===== config.mk =====
export PLATFORM = sky130hd
export DESIGN_NAME = pnd_next_data
export DESIGN_NICKNAME = d
export VERILOG_FILES = /design/src/design/pnd_pkg.sv /design/src/design/pnd_next_data.sv
export SDC_FILE = /design/constraint.sdc
export NUM_CORES = 1
export LEC_CHECK = 0
export ABC_AREA = 0
export CAP_MARGIN = 25
export CORE_UTILIZATION = 69
export CTS_CLUSTER_SIZE = 8
export DETAILED_ROUTE_END_ITERATION = 7
export DONT_BUFFER_PORTS = 1
export PLACE_DENSITY = 0.83
export RECOVER_POWER = 50
export SETUP_SLACK_MARGIN = 0.2
export SYNTH_ARGS = -nofsm -noshare
export SYNTH_HDL_FRONTEND = slang
export SYNTH_SLANG_ARGS = --single-unit

===== constraint.sdc =====
create_clock -name core_clk -period 5.55 [get_ports core_clk]
set_input_delay 0.2775 -clock core_clk [delete_from_list [all_inputs] [get_ports core_clk]]
set_output_delay 0.2775 -clock core_clk [all_outputs]
set_load 0.005 [all_outputs]

===== src/design/pnd_pkg.sv =====
package pnd_pkg;
  // ==========================================================
  // Register indices (byte address is four times the index)
  localparam logic [19:0] IDX_TRIG = 20'hFFFA1;
  localparam logic [19:0] IDX_EN_B = 20'hFFFA2;
  localparam logic [19:0] IDX_EN_A = 20'hFFFA3;
  localparam logic [19:0] IDX_NXT_UP_HI = 20'hFFFA4;
  localparam logic [19:0] IDX_NXT_LOW_HI = 20'hFFFA5;
  localparam logic [19:0] IDX_NXT_UP_LO = 20'hFFFA6;
  localparam logic [19:0] IDX_NXT_LOW_LO = 20'hFFFA7;
  localparam logic [19:0] IDX_PORT_A = 20'hFFFA8;
  localparam logic [19:0] IDX_PORT_B = 20'hFFFA9;

  // ==========================================================
  // Reset values and field positions
  localparam logic [7:0] RST_EN = 8'h00;
  localparam logic [7:0] RST_NXT = 8'h00;
  localparam logic [7:0] RST_TRIG = 8'hFF;
  localparam logic [7:0] RST_PORT = 8'h00;
  localparam logic [3:0] NIB_ONES = 4'hF;
  localparam logic [7:0] BYTE_ONES = 8'hFF;
  localparam int G3_LSB = 6;
  localparam int G2_LSB = 4;
  localparam int G1_LSB = 2;
  localparam int G0_LSB = 0;

  // ==========================================================
  // Bus carriers
  typedef struct packed {
    logic psel;
    logic penable;
    logic pwrite;
    logic [31:0] paddr;
    logic [31:0] pwdata;
  } pnd_apb_req_s;

  typedef struct packed {
    logic pready;
    logic pslverr;
    logic [31:0] prdata;
  } pnd_apb_rsp_s;

  // ==========================================================
  // Helpers
  // Byte address of a register index
  function automatic logic [31:0] pnd_addr(input logic [19:0] idx);
    return {10'h000, idx, 2'b00};
  endfunction

  // Timer channel chosen by a two-bit trigger field
  function automatic logic [1:0] pnd_chan(input logic [1:0] f);
    return f[1] ? 2'd2 : f;
  endfunction

  // Compare match of the chosen channel
  function automatic logic pnd_fire(input logic [1:0] f, input logic [2:0] cm);
    return cm[pnd_chan(f)];
  endfunction
endpackage


===== src/design/pnd_next_data.sv =====
// Operation
// - With groups 2 and 3 on different triggers, group 3 next data sits at H'FFFA4, group 2 at H'FFFA6.
// - In split addressing the low nibble of H'FFFA4 and high nibble of H'FFFA6 ignore writes, read ones.
// - With a shared trigger the full byte sits at H'FFFA4 (group 3 high) and H'FFFA6 reads all ones.
// - Each enabled port A bit takes its next-data bit when its group's selected compare match occurs.
// - A port A bit whose enable is clear is never copied and holds its value.
// - Enabled port B bits take group 2/3 next data on the selected match; disabled bits hold.
// - Port A enable bit n gates next-data bit n onto port A bit n, pattern pin n.
// - Port B enable bits 7..0 gate next-data bits 15..8 onto port B bits 7..0, pins 15..8.
// - The port A enable register clears to H'00 on reset and hardware standby, not software standby.
// - The port B enable register clears to H'00 on reset and hardware standby, not software standby.
// - The trigger-select register sets to H'FF on reset and hardware standby, not software standby.
// - Bits 7:6 pick the match for pins 15..12: 00 channel 0, 01 channel 1, 1x channel 2.
// - Bits 5:4 pick the match for pins 11..8 with the same encoding.
// - Bits 3:2 pick the match for pins 7..4 with the same encoding.
// - Bits 1:0 pick the match for pins 3..0 with the same encoding.
//
// Design decision made here: the APB slave port.
`timescale 1ns/10ps
module pnd_next_data
  import pnd_pkg::*;
(
  input wire logic core_clk,
  input wire logic reset_n,
  input wire logic hw_standby,
  input wire logic [2:0] cm_strobe,
  input wire pnd_apb_req_s apb_req,
  output pnd_apb_rsp_s apb_rsp,
  output logic [15:0] pattern_pins
);

  // ==========================================================
  // State
  logic [7:0] en_a_q, en_a_d;
  logic [7:0] en_b_q, en_b_d;
  logic [7:0] trig_q, trig_d;
  logic [7:0] nxt_lo_q, nxt_lo_d;
  logic [7:0] nxt_up_q, nxt_up_d;
  logic [7:0] pa_q, pa_d;
  logic [7:0] pb_q, pb_d;
  logic [2:0] cm_q, cm_d;
  logic rdy_q, rdy_d;
  logic err_q, err_d;
  logic [7:0] rdat_q, rdat_d;

  logic [1:0] g3_f, g2_f, g1_f, g0_f;
  logic split_a, split_b;
  logic [3:0] fire;
  logic [7:0] mask_a, mask_b;
  logic setup, wr_en, hit;
  logic [31:0] addr;
  logic [7:0] wdat;

  // ==========================================================
  // Trigger selection
  assign g3_f = trig_q[G3_LSB +: 2];
  assign g2_f = trig_q[G2_LSB +: 2];
  assign g1_f = trig_q[G1_LSB +: 2];
  assign g0_f = trig_q[G0_LSB +: 2];
  // Pairs share a trigger when the channels agree
  assign split_a = pnd_chan(g1_f) != pnd_chan(g0_f);
  assign split_b = pnd_chan(g3_f) != pnd_chan(g2_f);
  // Group fire from the registered strobes
  assign fire[3] = pnd_fire(g3_f, cm_q);
  assign fire[2] = pnd_fire(g2_f, cm_q);
  assign fire[1] = pnd_fire(g1_f, cm_q);
  assign fire[0] = pnd_fire(g0_f, cm_q);
  // Per-bit transfer masks
  assign mask_a = {{4{fire[1]}}, {4{fire[0]}}} & en_a_q;
  assign mask_b = {{4{fire[3]}}, {4{fire[2]}}} & en_b_q;

  // ==========================================================
  // Bus decode
  assign addr = apb_req.paddr;
  assign wdat = apb_req.pwdata[7:0];
  assign setup = apb_req.psel && !apb_req.penable;
  assign wr_en = apb_req.psel && apb_req.penable && apb_req.pwrite && rdy_q;
  // Whole response driven by one assignment
  assign apb_rsp = '{pready: rdy_q, pslverr: err_q, prdata: {24'h000000, rdat_q}};
  assign pattern_pins = {pb_q, pa_q};

  // Read data captured in the setup cycle
  always_comb begin
    rdy_d = setup;
    hit = 1'b1;
    rdat_d = rdat_q;
    if (addr == pnd_addr(IDX_TRIG)) begin
      rdat_d = trig_q;
    end else if (addr == pnd_addr(IDX_EN_B)) begin
      rdat_d = en_b_q;
    end else if (addr == pnd_addr(IDX_EN_A)) begin
      rdat_d = en_a_q;
    end else if (addr == pnd_addr(IDX_NXT_UP_HI)) begin
      rdat_d = split_b ? {nxt_up_q[7:4], NIB_ONES} : nxt_up_q;
    end else if (addr == pnd_addr(IDX_NXT_UP_LO)) begin
      rdat_d = split_b ? {NIB_ONES, nxt_up_q[3:0]} : BYTE_ONES;
    end else if (addr == pnd_addr(IDX_NXT_LOW_HI)) begin
      rdat_d = split_a ? {nxt_lo_q[7:4], NIB_ONES} : nxt_lo_q;
    end else if (addr == pnd_addr(IDX_NXT_LOW_LO)) begin
      rdat_d = split_a ? {NIB_ONES, nxt_lo_q[3:0]} : BYTE_ONES;
    end else if (addr == pnd_addr(IDX_PORT_A)) begin
      rdat_d = pa_q;
    end else if (addr == pnd_addr(IDX_PORT_B)) begin
      rdat_d = pb_q;
    end else begin
      hit = 1'b0;
      rdat_d = 8'h00;
    end
    if (!setup) begin
      rdat_d = rdat_q;
    end
    err_d = setup ? !hit : (err_q && !rdy_q);
  end

  // ==========================================================
  // Register writes, transfers and standby clear
  always_comb begin
    en_a_d = en_a_q;
    en_b_d = en_b_q;
    trig_d = trig_q;
    nxt_lo_d = nxt_lo_q;
    nxt_up_d = nxt_up_q;
    pa_d = pa_q;
    pb_d = pb_q;
    cm_d = cm_strobe;
    if (wr_en) begin
      if (addr == pnd_addr(IDX_TRIG)) begin
        trig_d = wdat;
      end else if (addr == pnd_addr(IDX_EN_B)) begin
        en_b_d = wdat;
      end else if (addr == pnd_addr(IDX_EN_A)) begin
        en_a_d = wdat;
      end else if (addr == pnd_addr(IDX_NXT_UP_HI)) begin
        // Low nibble reserved when split
        nxt_up_d = split_b ? {wdat[7:4], nxt_up_q[3:0]} : wdat;
      end else if (addr == pnd_addr(IDX_NXT_UP_LO)) begin
        // Fully reserved when shared
        nxt_up_d = split_b ? {nxt_up_q[7:4], wdat[3:0]} : nxt_up_q;
      end else if (addr == pnd_addr(IDX_NXT_LOW_HI)) begin
        nxt_lo_d = split_a ? {wdat[7:4], nxt_lo_q[3:0]} : wdat;
      end else if (addr == pnd_addr(IDX_NXT_LOW_LO)) begin
        nxt_lo_d = split_a ? {nxt_lo_q[7:4], wdat[3:0]} : nxt_lo_q;
      end else if (addr == pnd_addr(IDX_PORT_A)) begin
        pa_d = (wdat & ~en_a_q) | (pa_q & en_a_q); // Enabled bits read-only
      end else if (addr == pnd_addr(IDX_PORT_B)) begin
        pb_d = (wdat & ~en_b_q) | (pb_q & en_b_q);
      end
    end
    // Copy only enabled bits of firing groups
    pa_d = (pa_d & ~mask_a) | (nxt_lo_q & mask_a);
    pb_d = (pb_d & ~mask_b) | (nxt_up_q & mask_b);
    if (hw_standby) begin
      en_a_d = RST_EN;
      en_b_d = RST_EN;
      trig_d = RST_TRIG;
      nxt_lo_d = RST_NXT;
      nxt_up_d = RST_NXT;
      pa_d = RST_PORT;
      pb_d = RST_PORT;
    end
  end

  // Register stage
  always_ff @(posedge core_clk or negedge reset_n) begin
    if (!reset_n) begin
      en_a_q <= RST_EN;
      en_b_q <= RST_EN;
      trig_q <= RST_TRIG;
      nxt_lo_q <= RST_NXT;
      nxt_up_q <= RST_NXT;
      pa_q <= RST_PORT;
      pb_q <= RST_PORT;
      cm_q <= 3'h0;
      rdy_q <= 1'b0;
      err_q <= 1'b0;
      rdat_q <= 8'h00;
    end else begin
      en_a_q <= en_a_d;
      en_b_q <= en_b_d;
      trig_q <= trig_d;
      nxt_lo_q <= nxt_lo_d;
      nxt_up_q <= nxt_up_d;
      pa_q <= pa_d;
      pb_q <= pb_d;
      cm_q <= cm_d;
      rdy_q <= rdy_d;
      err_q <= err_d;
      rdat_q <= rdat_d;
    end
  end

  // ==========================================================
  // Checks
  logic wr_pa, wr_pb;
  assign wr_pa = wr_en && addr == pnd_addr(IDX_PORT_A);
  assign wr_pb = wr_en && addr == pnd_addr(IDX_PORT_B);

  a_porta_copy: assert property (@(posedge core_clk) disable iff (!reset_n)
    (!hw_standby && fire[0]) |=> ((pa_q[3:0] & $past(en_a_q[3:0]))
      == ($past(nxt_lo_q[3:0]) & $past(en_a_q[3:0]))))
    else $error("port A group 0 copy wrong");

  a_porta_hold: assert property (@(posedge core_clk) disable iff (!reset_n)
    (!hw_standby && !wr_pa) |=> ((pa_q & ~$past(en_a_q)) == ($past(pa_q) & ~$past(en_a_q))))
    else $error("disabled port A bit changed");

  a_portb_copy: assert property (@(posedge core_clk) disable iff (!reset_n)
    (!hw_standby && fire[2]) |=> ((pb_q[3:0] & $past(en_b_q[3:0]))
      == ($past(nxt_up_q[3:0]) & $past(en_b_q[3:0]))))
    else $error("port B group 2 copy wrong");

  a_portb_hold: assert property (@(posedge core_clk) disable iff (!reset_n)
    (!hw_standby && !wr_pb) |=> ((pb_q & ~$past(en_b_q)) == ($past(pb_q) & ~$past(en_b_q))))
    else $error("disabled port B bit changed");

  a_group3_chan2: assert property (@(posedge core_clk) disable iff (!reset_n)
    (!hw_standby && trig_q[7:6] == 2'b10 && cm_q == 3'b100 && en_b_q[7:4] == 4'hF)
      |=> pb_q[7:4] == $past(nxt_up_q[7:4]))
    else $error("group 3 channel 2 trigger missed");

  // ==========================================================
  // Group copies, gating and decode checks
  a_group1_copy: assert property (@(posedge core_clk) disable iff (!reset_n)
    (!hw_standby && fire[1]) |=> ((pa_q[7:4] & $past(en_a_q[7:4]))
      == ($past(nxt_lo_q[7:4]) & $past(en_a_q[7:4]))))
    else $error("port A group 1 copy wrong");

  a_group3_copy: assert property (@(posedge core_clk) disable iff (!reset_n)
    (!hw_standby && fire[3]) |=> ((pb_q[7:4] & $past(en_b_q[7:4]))
      == ($past(nxt_up_q[7:4]) & $past(en_b_q[7:4]))))
    else $error("port B group 3 copy wrong");

  // Both port A groups firing: enabled bits copied, the rest held
  a_enable_gate: assert property (@(posedge core_clk) disable iff (!reset_n)
    (!hw_standby && !wr_pa && fire[1] && fire[0]) |=> pa_q
      == (($past(pa_q) & ~$past(en_a_q)) | ($past(nxt_lo_q) & $past(en_a_q))))
    else $error("port A enable gating wrong");

  a_group0_chan0: assert property (@(posedge core_clk) disable iff (!reset_n)
    (!hw_standby && trig_q[1:0] == 2'b00 && cm_q == 3'b001 && en_a_q[3:0] == 4'hF)
      |=> pa_q[3:0] == $past(nxt_lo_q[3:0]))
    else $error("group 0 channel 0 trigger missed");

  a_group2_chan1: assert property (@(posedge core_clk) disable iff (!reset_n)
    (!hw_standby && trig_q[5:4] == 2'b01 && cm_q == 3'b010 && en_b_q[3:0] == 4'hF)
      |=> pb_q[3:0] == $past(nxt_up_q[3:0]))
    else $error("group 2 channel 1 trigger missed");

  a_split_hi_read: assert property (@(posedge core_clk) disable iff (!reset_n)
    (setup && split_b && addr == pnd_addr(IDX_NXT_UP_HI)) |=> rdat_q[3:0] == NIB_ONES)
    else $error("split group 3 reserved nibble not ones");

  a_split_lo_keep: assert property (@(posedge core_clk) disable iff (!reset_n)
    (!hw_standby && split_b && wr_en && addr == pnd_addr(IDX_NXT_UP_LO))
      |=> nxt_up_q[7:4] == $past(nxt_up_q[7:4]))
    else $error("group 3 nibble written through group 2 address");

  a_shared_write: assert property (@(posedge core_clk) disable iff (!reset_n)
    (!hw_standby && !split_b && wr_en && addr == pnd_addr(IDX_NXT_UP_HI))
      |=> nxt_up_q == $past(wdat))
    else $error("shared byte write lost");

  a_strobe_latch: assert property (@(posedge core_clk) disable iff (!reset_n)
    1'b1 |=> cm_q == $past(cm_strobe))
    else $error("match strobe not latched");

  // Zero wait states: ready in the cycle after every setup
  a_ready_next: assert property (@(posedge core_clk) disable iff (!reset_n)
    setup |=> apb_rsp.pready)
    else $error("ready missing after setup");

  a_group1_none: assert property (@(posedge core_clk) disable iff (!reset_n)
    (!hw_standby && !wr_pa && trig_q[3:2] == 2'b01 && !cm_q[1])
      |=> pa_q[7:4] == $past(pa_q[7:4]))
    else $error("group 1 moved without its match");

  a_split_ones: assert property (@(posedge core_clk) disable iff (!reset_n)
    (setup && split_b && addr == pnd_addr(IDX_NXT_UP_LO)) |=> rdat_q[7:4] == NIB_ONES)
    else $error("split reserved nibble not ones");

  a_split_ignore: assert property (@(posedge core_clk) disable iff (!reset_n)
    (!hw_standby && split_b && wr_en && addr == pnd_addr(IDX_NXT_UP_HI))
      |=> nxt_up_q[3:0] == $past(nxt_up_q[3:0]))
    else $error("reserved nibble was written");

  a_shared_ones: assert property (@(posedge core_clk) disable iff (!reset_n)
    (setup && !split_b && addr == pnd_addr(IDX_NXT_UP_LO)) |=> rdat_q == BYTE_ONES)
    else $error("shared reserved byte not ones");

  a_standby_clear: assert property (@(posedge core_clk) disable iff (!reset_n)
    hw_standby |=> (en_a_q == RST_EN && en_b_q == RST_EN && trig_q == RST_TRIG))
    else $error("standby did not clear controls");

  a_copy_delay: assert property (@(posedge core_clk) disable iff (!reset_n)
    (!hw_standby && !wr_pa && !wr_pb && cm_q == 3'b000 && cm_strobe != 3'b000)
      |=> (pa_q == $past(pa_q) && pb_q == $past(pb_q)) ##1 1'b1)
    else $error("copy happened at the strobe edge");

endmodule // pnd_next_data


### Word level (Yosys, flattened, before mapping)

Cells that the tools add are included.

* flip-flop bits (word level): 69
* latch bits: 0
* bits in writable memories: 0
* memory bits (read-only): 0
* input bits: 73
* output and inout port bits: 50
* memories: 0

* add/sub/neg operators: 0
* multiply operators: 0
* divide/modulo/power cells: 0
* $lt $le $gt $ge: 4
* eq/ne operators: 18
* shift operators: 0
* multiplexer cells: 88
* bitwise logic cells: 18
* reductions and logical operators: 25

Operators by type and width (count)
* $mux 8: 56
* $eq 32x22->1 const B: 9
* $and 8x8->8: 10
* $mux 4: 10
* $not 8->8: 4
* $or 8x8->8: 4
* $mux 1: 14
* $reduce_and 7->1: 2
* $lt 2x3->1 const B: 4
* $reduce_bool 2->1: 6
* $reduce_bool 3->1: 4
* $ne 2x2->1 const B: 5
* $reduce_and 9->1: 1
* $bmux 1 s2: 4
* $mux 2: 4
* $ne 3x3->1 const B: 2
* $logic_and 1x1->1: 5
* $reduce_and 5->1: 1
* $ne 2x2->1: 2
* $reduce_and 4->1: 1
* $logic_not 1->1: 3
* $reduce_and 3->1: 1
* $reduce_and 2->1: 1

### Longest topological paths before layout

* depth after elaboration: 16
* mapped depth: 10
* depth with buffers taken out: 7

### Least setup slack after synthesis

OpenSTA, ideal clock, no wires.

* path type: input to register
* start point: in apb_req[60] (netlist name)
* end point: reg nxt_lo_q[4]
* library setup time: 0.132 ns
* arrival time: 2.560 ns
* slack: 2.858 ns
* cell stages on the path: 8
* cell sequence: or4_1 or4_1 buf_4 nor4_4 nand2_1 nor3_4 mux2i_1 nor2_1

* cells in the longest elaborated chain, start to end: 3
* elaborated cells between the ends (all ways): 13
* those cells by class: eq/ne (11); reduce/logical (2)

RTL lines
* from (decl): line pnd_next_data.sv:27 `input wire pnd_apb_req_s apb_req,`
* $eq 32x22->1, or another cell as far along: line pnd_next_data.sv:136 `end else if (addr == pnd_addr(IDX_NXT_UP_LO)) begin`
* $ne 2x2->1 (no source line) or $reduce_bool 2->1 (tied branches)
* $reduce_and 7->1 (no source line) (*)
* to (signal assigned): line pnd_next_data.sv:181 `nxt_lo_q <= nxt_lo_d;`
* to (decl): line pnd_next_data.sv:37 `logic [7:0] nxt_lo_q, nxt_lo_d;`

Every way passes the cells marked *; elsewhere a longest branch is shown, timed or not.
A chain may end at the register's enable or synchronous reset.

### Final worst setup path

* start point: in apb_req[60] (netlist name)
* end point: reg pb_q[0]

* cells in the longest elaborated chain, start to end: 14
* elaborated cells between the ends (all ways): 22
* those cells by class: eq/ne (9); mux (11); bitwise (2)

RTL lines
* $eq 32x22->1
* $mux 8: line pnd_next_data.sv:145 `end else if (addr == pnd_addr(IDX_PORT_B)) begin`
* $mux 8: line pnd_next_data.sv:143 `end else if (addr == pnd_addr(IDX_PORT_A)) begin`
* $mux 8: line pnd_next_data.sv:141 `end else if (addr == pnd_addr(IDX_NXT_LOW_LO)) begin`
* $mux 8: line pnd_next_data.sv:139 `end else if (addr == pnd_addr(IDX_NXT_LOW_HI)) begin`
* $mux 8: line pnd_next_data.sv:136
* $mux 8: line pnd_next_data.sv:133 `end else if (addr == pnd_addr(IDX_NXT_UP_HI)) begin`
* $mux 8: line pnd_next_data.sv:131 `end else if (addr == pnd_addr(IDX_EN_A)) begin`
* $mux 8: line pnd_next_data.sv:129 `end else if (addr == pnd_addr(IDX_EN_B)) begin`
* $mux 8 (*): line pnd_next_data.sv:127 `if (addr == pnd_addr(IDX_TRIG)) begin`
* $mux 8 (*): line pnd_next_data.sv:126 `if (wr_en) begin`
* $and 8x8->8 (*): line pnd_next_data.sv:151 `pb_d = (pb_d & ~mask_b) | (nxt_up_q & mask_b);`
* $or 8x8->8 (*): line pnd_next_data.sv:151
* $mux 8 (*): line pnd_next_data.sv:152 `if (hw_standby) begin`
* via pb_d[0]: line pnd_next_data.sv:40 `logic [7:0] pb_q, pb_d;`
* to (signal assigned): line pnd_next_data.sv:184 `pb_q <= pb_d;`
* to (decl): line pnd_next_data.sv:40

The timed path passes the listed nets; every way through them passes the cells marked *.

==> impl_metrics.toml <==
[setup_path]
cp-start-kind = "input pin"
cp.arrival_ns = 3.24
cp.depth = 8
rr_worst_depth = 4
crit_required_ns = 5.83
slowest_stage = "or4_1"
critical_path.endpoint_type = "flip-flop"
path_max_fanout = 12
crit_chain = "or4_1, or4_1, nor4_2, buf_4, or2_2, or2_2, nand2b_1, o311a_1"
path_class = "in -> reg"
critPathBufInv = 1
critPathTopFamily = "simple AND/OR/NAND/NOR gates"
slowest_delay_ns = 0.77

[timing]
maxSlewHeadroom_pct = 25.8
rsz0062_at_grt = "false"
fin_crit_sh_pct = 53.4
worst_slack_ns = 2.58
worst_pin_slew_ns = 1.11
hold_ws_ns = 0.0381
finalHoldViolCount = 0
slew_viol_final = 0
fin_tns_setup_ns = 0
fmax_mhz = 337
finClkSkew_ns = 0.00527
min_period_ns = 2.97
setup_viol = 0

[cts]
hold_buffers = 7
clkSinkCount = 69
post-cts-setup-buffers = 0
ctsResizeCount = 0
clockBufferDepth = 2
cts_tree = "built"
clk_latency_ns = 0.35
numCtsBuffers = 9
path_clk_slew_ns = 0.07
cts_root_buf = "clkbuf_8"
cts_htree_levels = 3

[route]
wl_per_cell_um = 22.5
firstDrtPassIters = 5
drtIter0Drc = 480
viasPerCell = 7.29
routed_wl_mm = 12.9
drc = 0
drtAntennaViolNets = 0
num_vias = 4180

[global_routing]
grt_use_met2_pct = 63.0
use_met1_pct = 48.8
track_usage_pct = 40.1
grt_max_degree = 70
first_global_vias = 3710
grt_util_met3_pct = 12.2
grt_overflow = 0
grt.busiest_layer = "met2"
grt_pass1_wl_mm = 19.1
antenna_found_initial = 0

[yosys]
synth_area_leaders = "dfrtp_1 35%, mux2i_1 6.1%, buf_4 4.9%, dfstp_2 4.8%, nand2_1 4.4%"
synth_top_cell_by_area = "dfrtp_1"
synth_edf_count = 0
postSynthAreaPerCell_um2 = 8.85
synth_seq_area_share_pct = 39.4
synthDistinctLibCells = 63
synthArstFlopShare_pct = 100
syn_inst = 498
synth-seq-cells = 69
synth_area_mm2 = 0.00441
ys_warn_count = 0
yosys.area.top_type_share_pct = 34.6
synthFlopType = "dfrtp_1"

[floorplanning]
start_util_pct = 73.2
coreArea_mm2 = 0.00603
num_rows = 28
fp.dieW_um = 81.9
die_area_mm2 = 0.00671
num_io_pins = 123
die_y_um = 81.9

[finish]
num-fill-cells = 434
syn_to_final_growth_pct = 4.63
nets = 566
seqCellArea_mm2 = 0.00174
fin_area_mm2 = 0.00461
drive_gt1_share_pct = 9.04
final_cell_mix = "61 x dfrtp_1, 52 x nand2_1, 37 x nor2_1"
fin_util_pct = 76.5
final_cells = 573
final_common_cell = "dfrtp_1"
diodes = 0
multi_input_area_mm2 = 0.00239

[power_and_ir_drop]
power_mw = 1.02
worst_ir_drop_vdd_uv = 186
pwr_density_cell_mw_per_mm2 = 221
p_leak_nw = 1.93

[min_path]
hold_class = "in -> reg"
whs_path_depth = 2

[place]
dpl.hpwl_mm = 8.65
io_buffers = 0
pre_cts_ws_ns = 2.31
place_area_mm2 = 0.00431
dp_cells = 549
gp_congestion = 0.903

[run_status]
status = "finished, final reports clean"

[flow_run]
max-cap-violations = 0
[layout make-up]
| cell class | count | share of cell area, % |
|---|---|---|
| flip-flops and latches | 69 | 37.7 |
| multi-input cells | 383 | 51.7 |
| clock inverters | 3 | 0.950 |
| repair buffers | 10 | 2.55 |
| well taps | 75 | 2.03 |
| clock buffers | 13 | 3.45 |
| inverters | 20 | 1.63 |
[path summary, 6_finish.rpt]
kind / slack [ns] / from / end
min in group asynchronous: 0.47 / reset_n / en_a_q[3]$_DFFE_PN0P_
hold reg to reg: 0.52 / nxt_up_q[4]$_DFFE_PN0P_ / nxt_up_q[4]$_DFFE_PN0P_
setup reg to reg: 2.71 / rdy_q$_DFF_PN0_ / pa_q[2]$_DFF_PN0_
max in group asynchronous: 4.75 / reset_n / trig_q[0]$_DFFE_PN1P_
hold / removal: 0.04 / apb_req[0] / trig_q[0]$_DFFE_PN1P_
setup / recovery: 2.58 / apb_req[60] / pb_q[0]$_DFF_PN0_
[routing by layer]
layer	vias to the layer above	wire length [um]
met5	-	0
met4	0	688
met3	65	1630
met2	360	5980
met1	1970	4600
li1	1785	-
[synth_stat cells (3+ instances only)]
master,number
a31oi_1,20
mux2_2,3
dfstp_2,8
dfrtp_1,61
nand2_1,52
nor3_1,6
a21oi_1,34
buf_2,3
nand2b_1,8
buf_4,29
o211ai_1,3
nand3b_1,10
nand4_1,5
o21ai_0,35
nor2_1,37
clkbuf_1,15
o31ai_1,8
o21ai_1,5
a21o_1,3
o22ai_1,3
a221o_1,4
nor4_1,4
o311a_1,16
or2_2,5
a221oi_1,5
nand3_1,16
inv_1,20
o21a_1,5
a22oi_1,3
mux2i_1,27
[registers in the layout, indices dropped and copies added (netlist names)]
| register | cells |
|---|---|
| err_q | 1 |
| pa_q | 8 |
| nxt_up_q | 8 |
| rdat_q | 8 |
| cm_q | 3 |
| trig_q | 8 |
| en_b_q | 8 |
| rdy_q | 1 |
| pb_q | 8 |
| en_a_q | 8 |
| nxt_lo_q | 8 |
[report_power, final]
| part | switching [mW] | internal (mW) |
|---|---|---|
| clock | 0.192 | 0.233 |
| combinational | 0.0444 | 0.0257 |
| sequential | 0.0101 | 0.514 |
[cell families (layout without fill, tap and decap cells)]
logic type / count (synthesis) / after routing / synth area share, %
compound gates: 152 / 152 / 22.5
xor+xnor: 4 / 4 / 0.795
buf+inv: 69 / 46 / 8.43
flops: 69 / 69 / 39.4
mux: 30 / 30 / 6.90
other cells: 1 / 24 / 0.0851
simple gates: 173 / 173 / 21.9
Note: power is estimated with default switching activity, not from simulation.
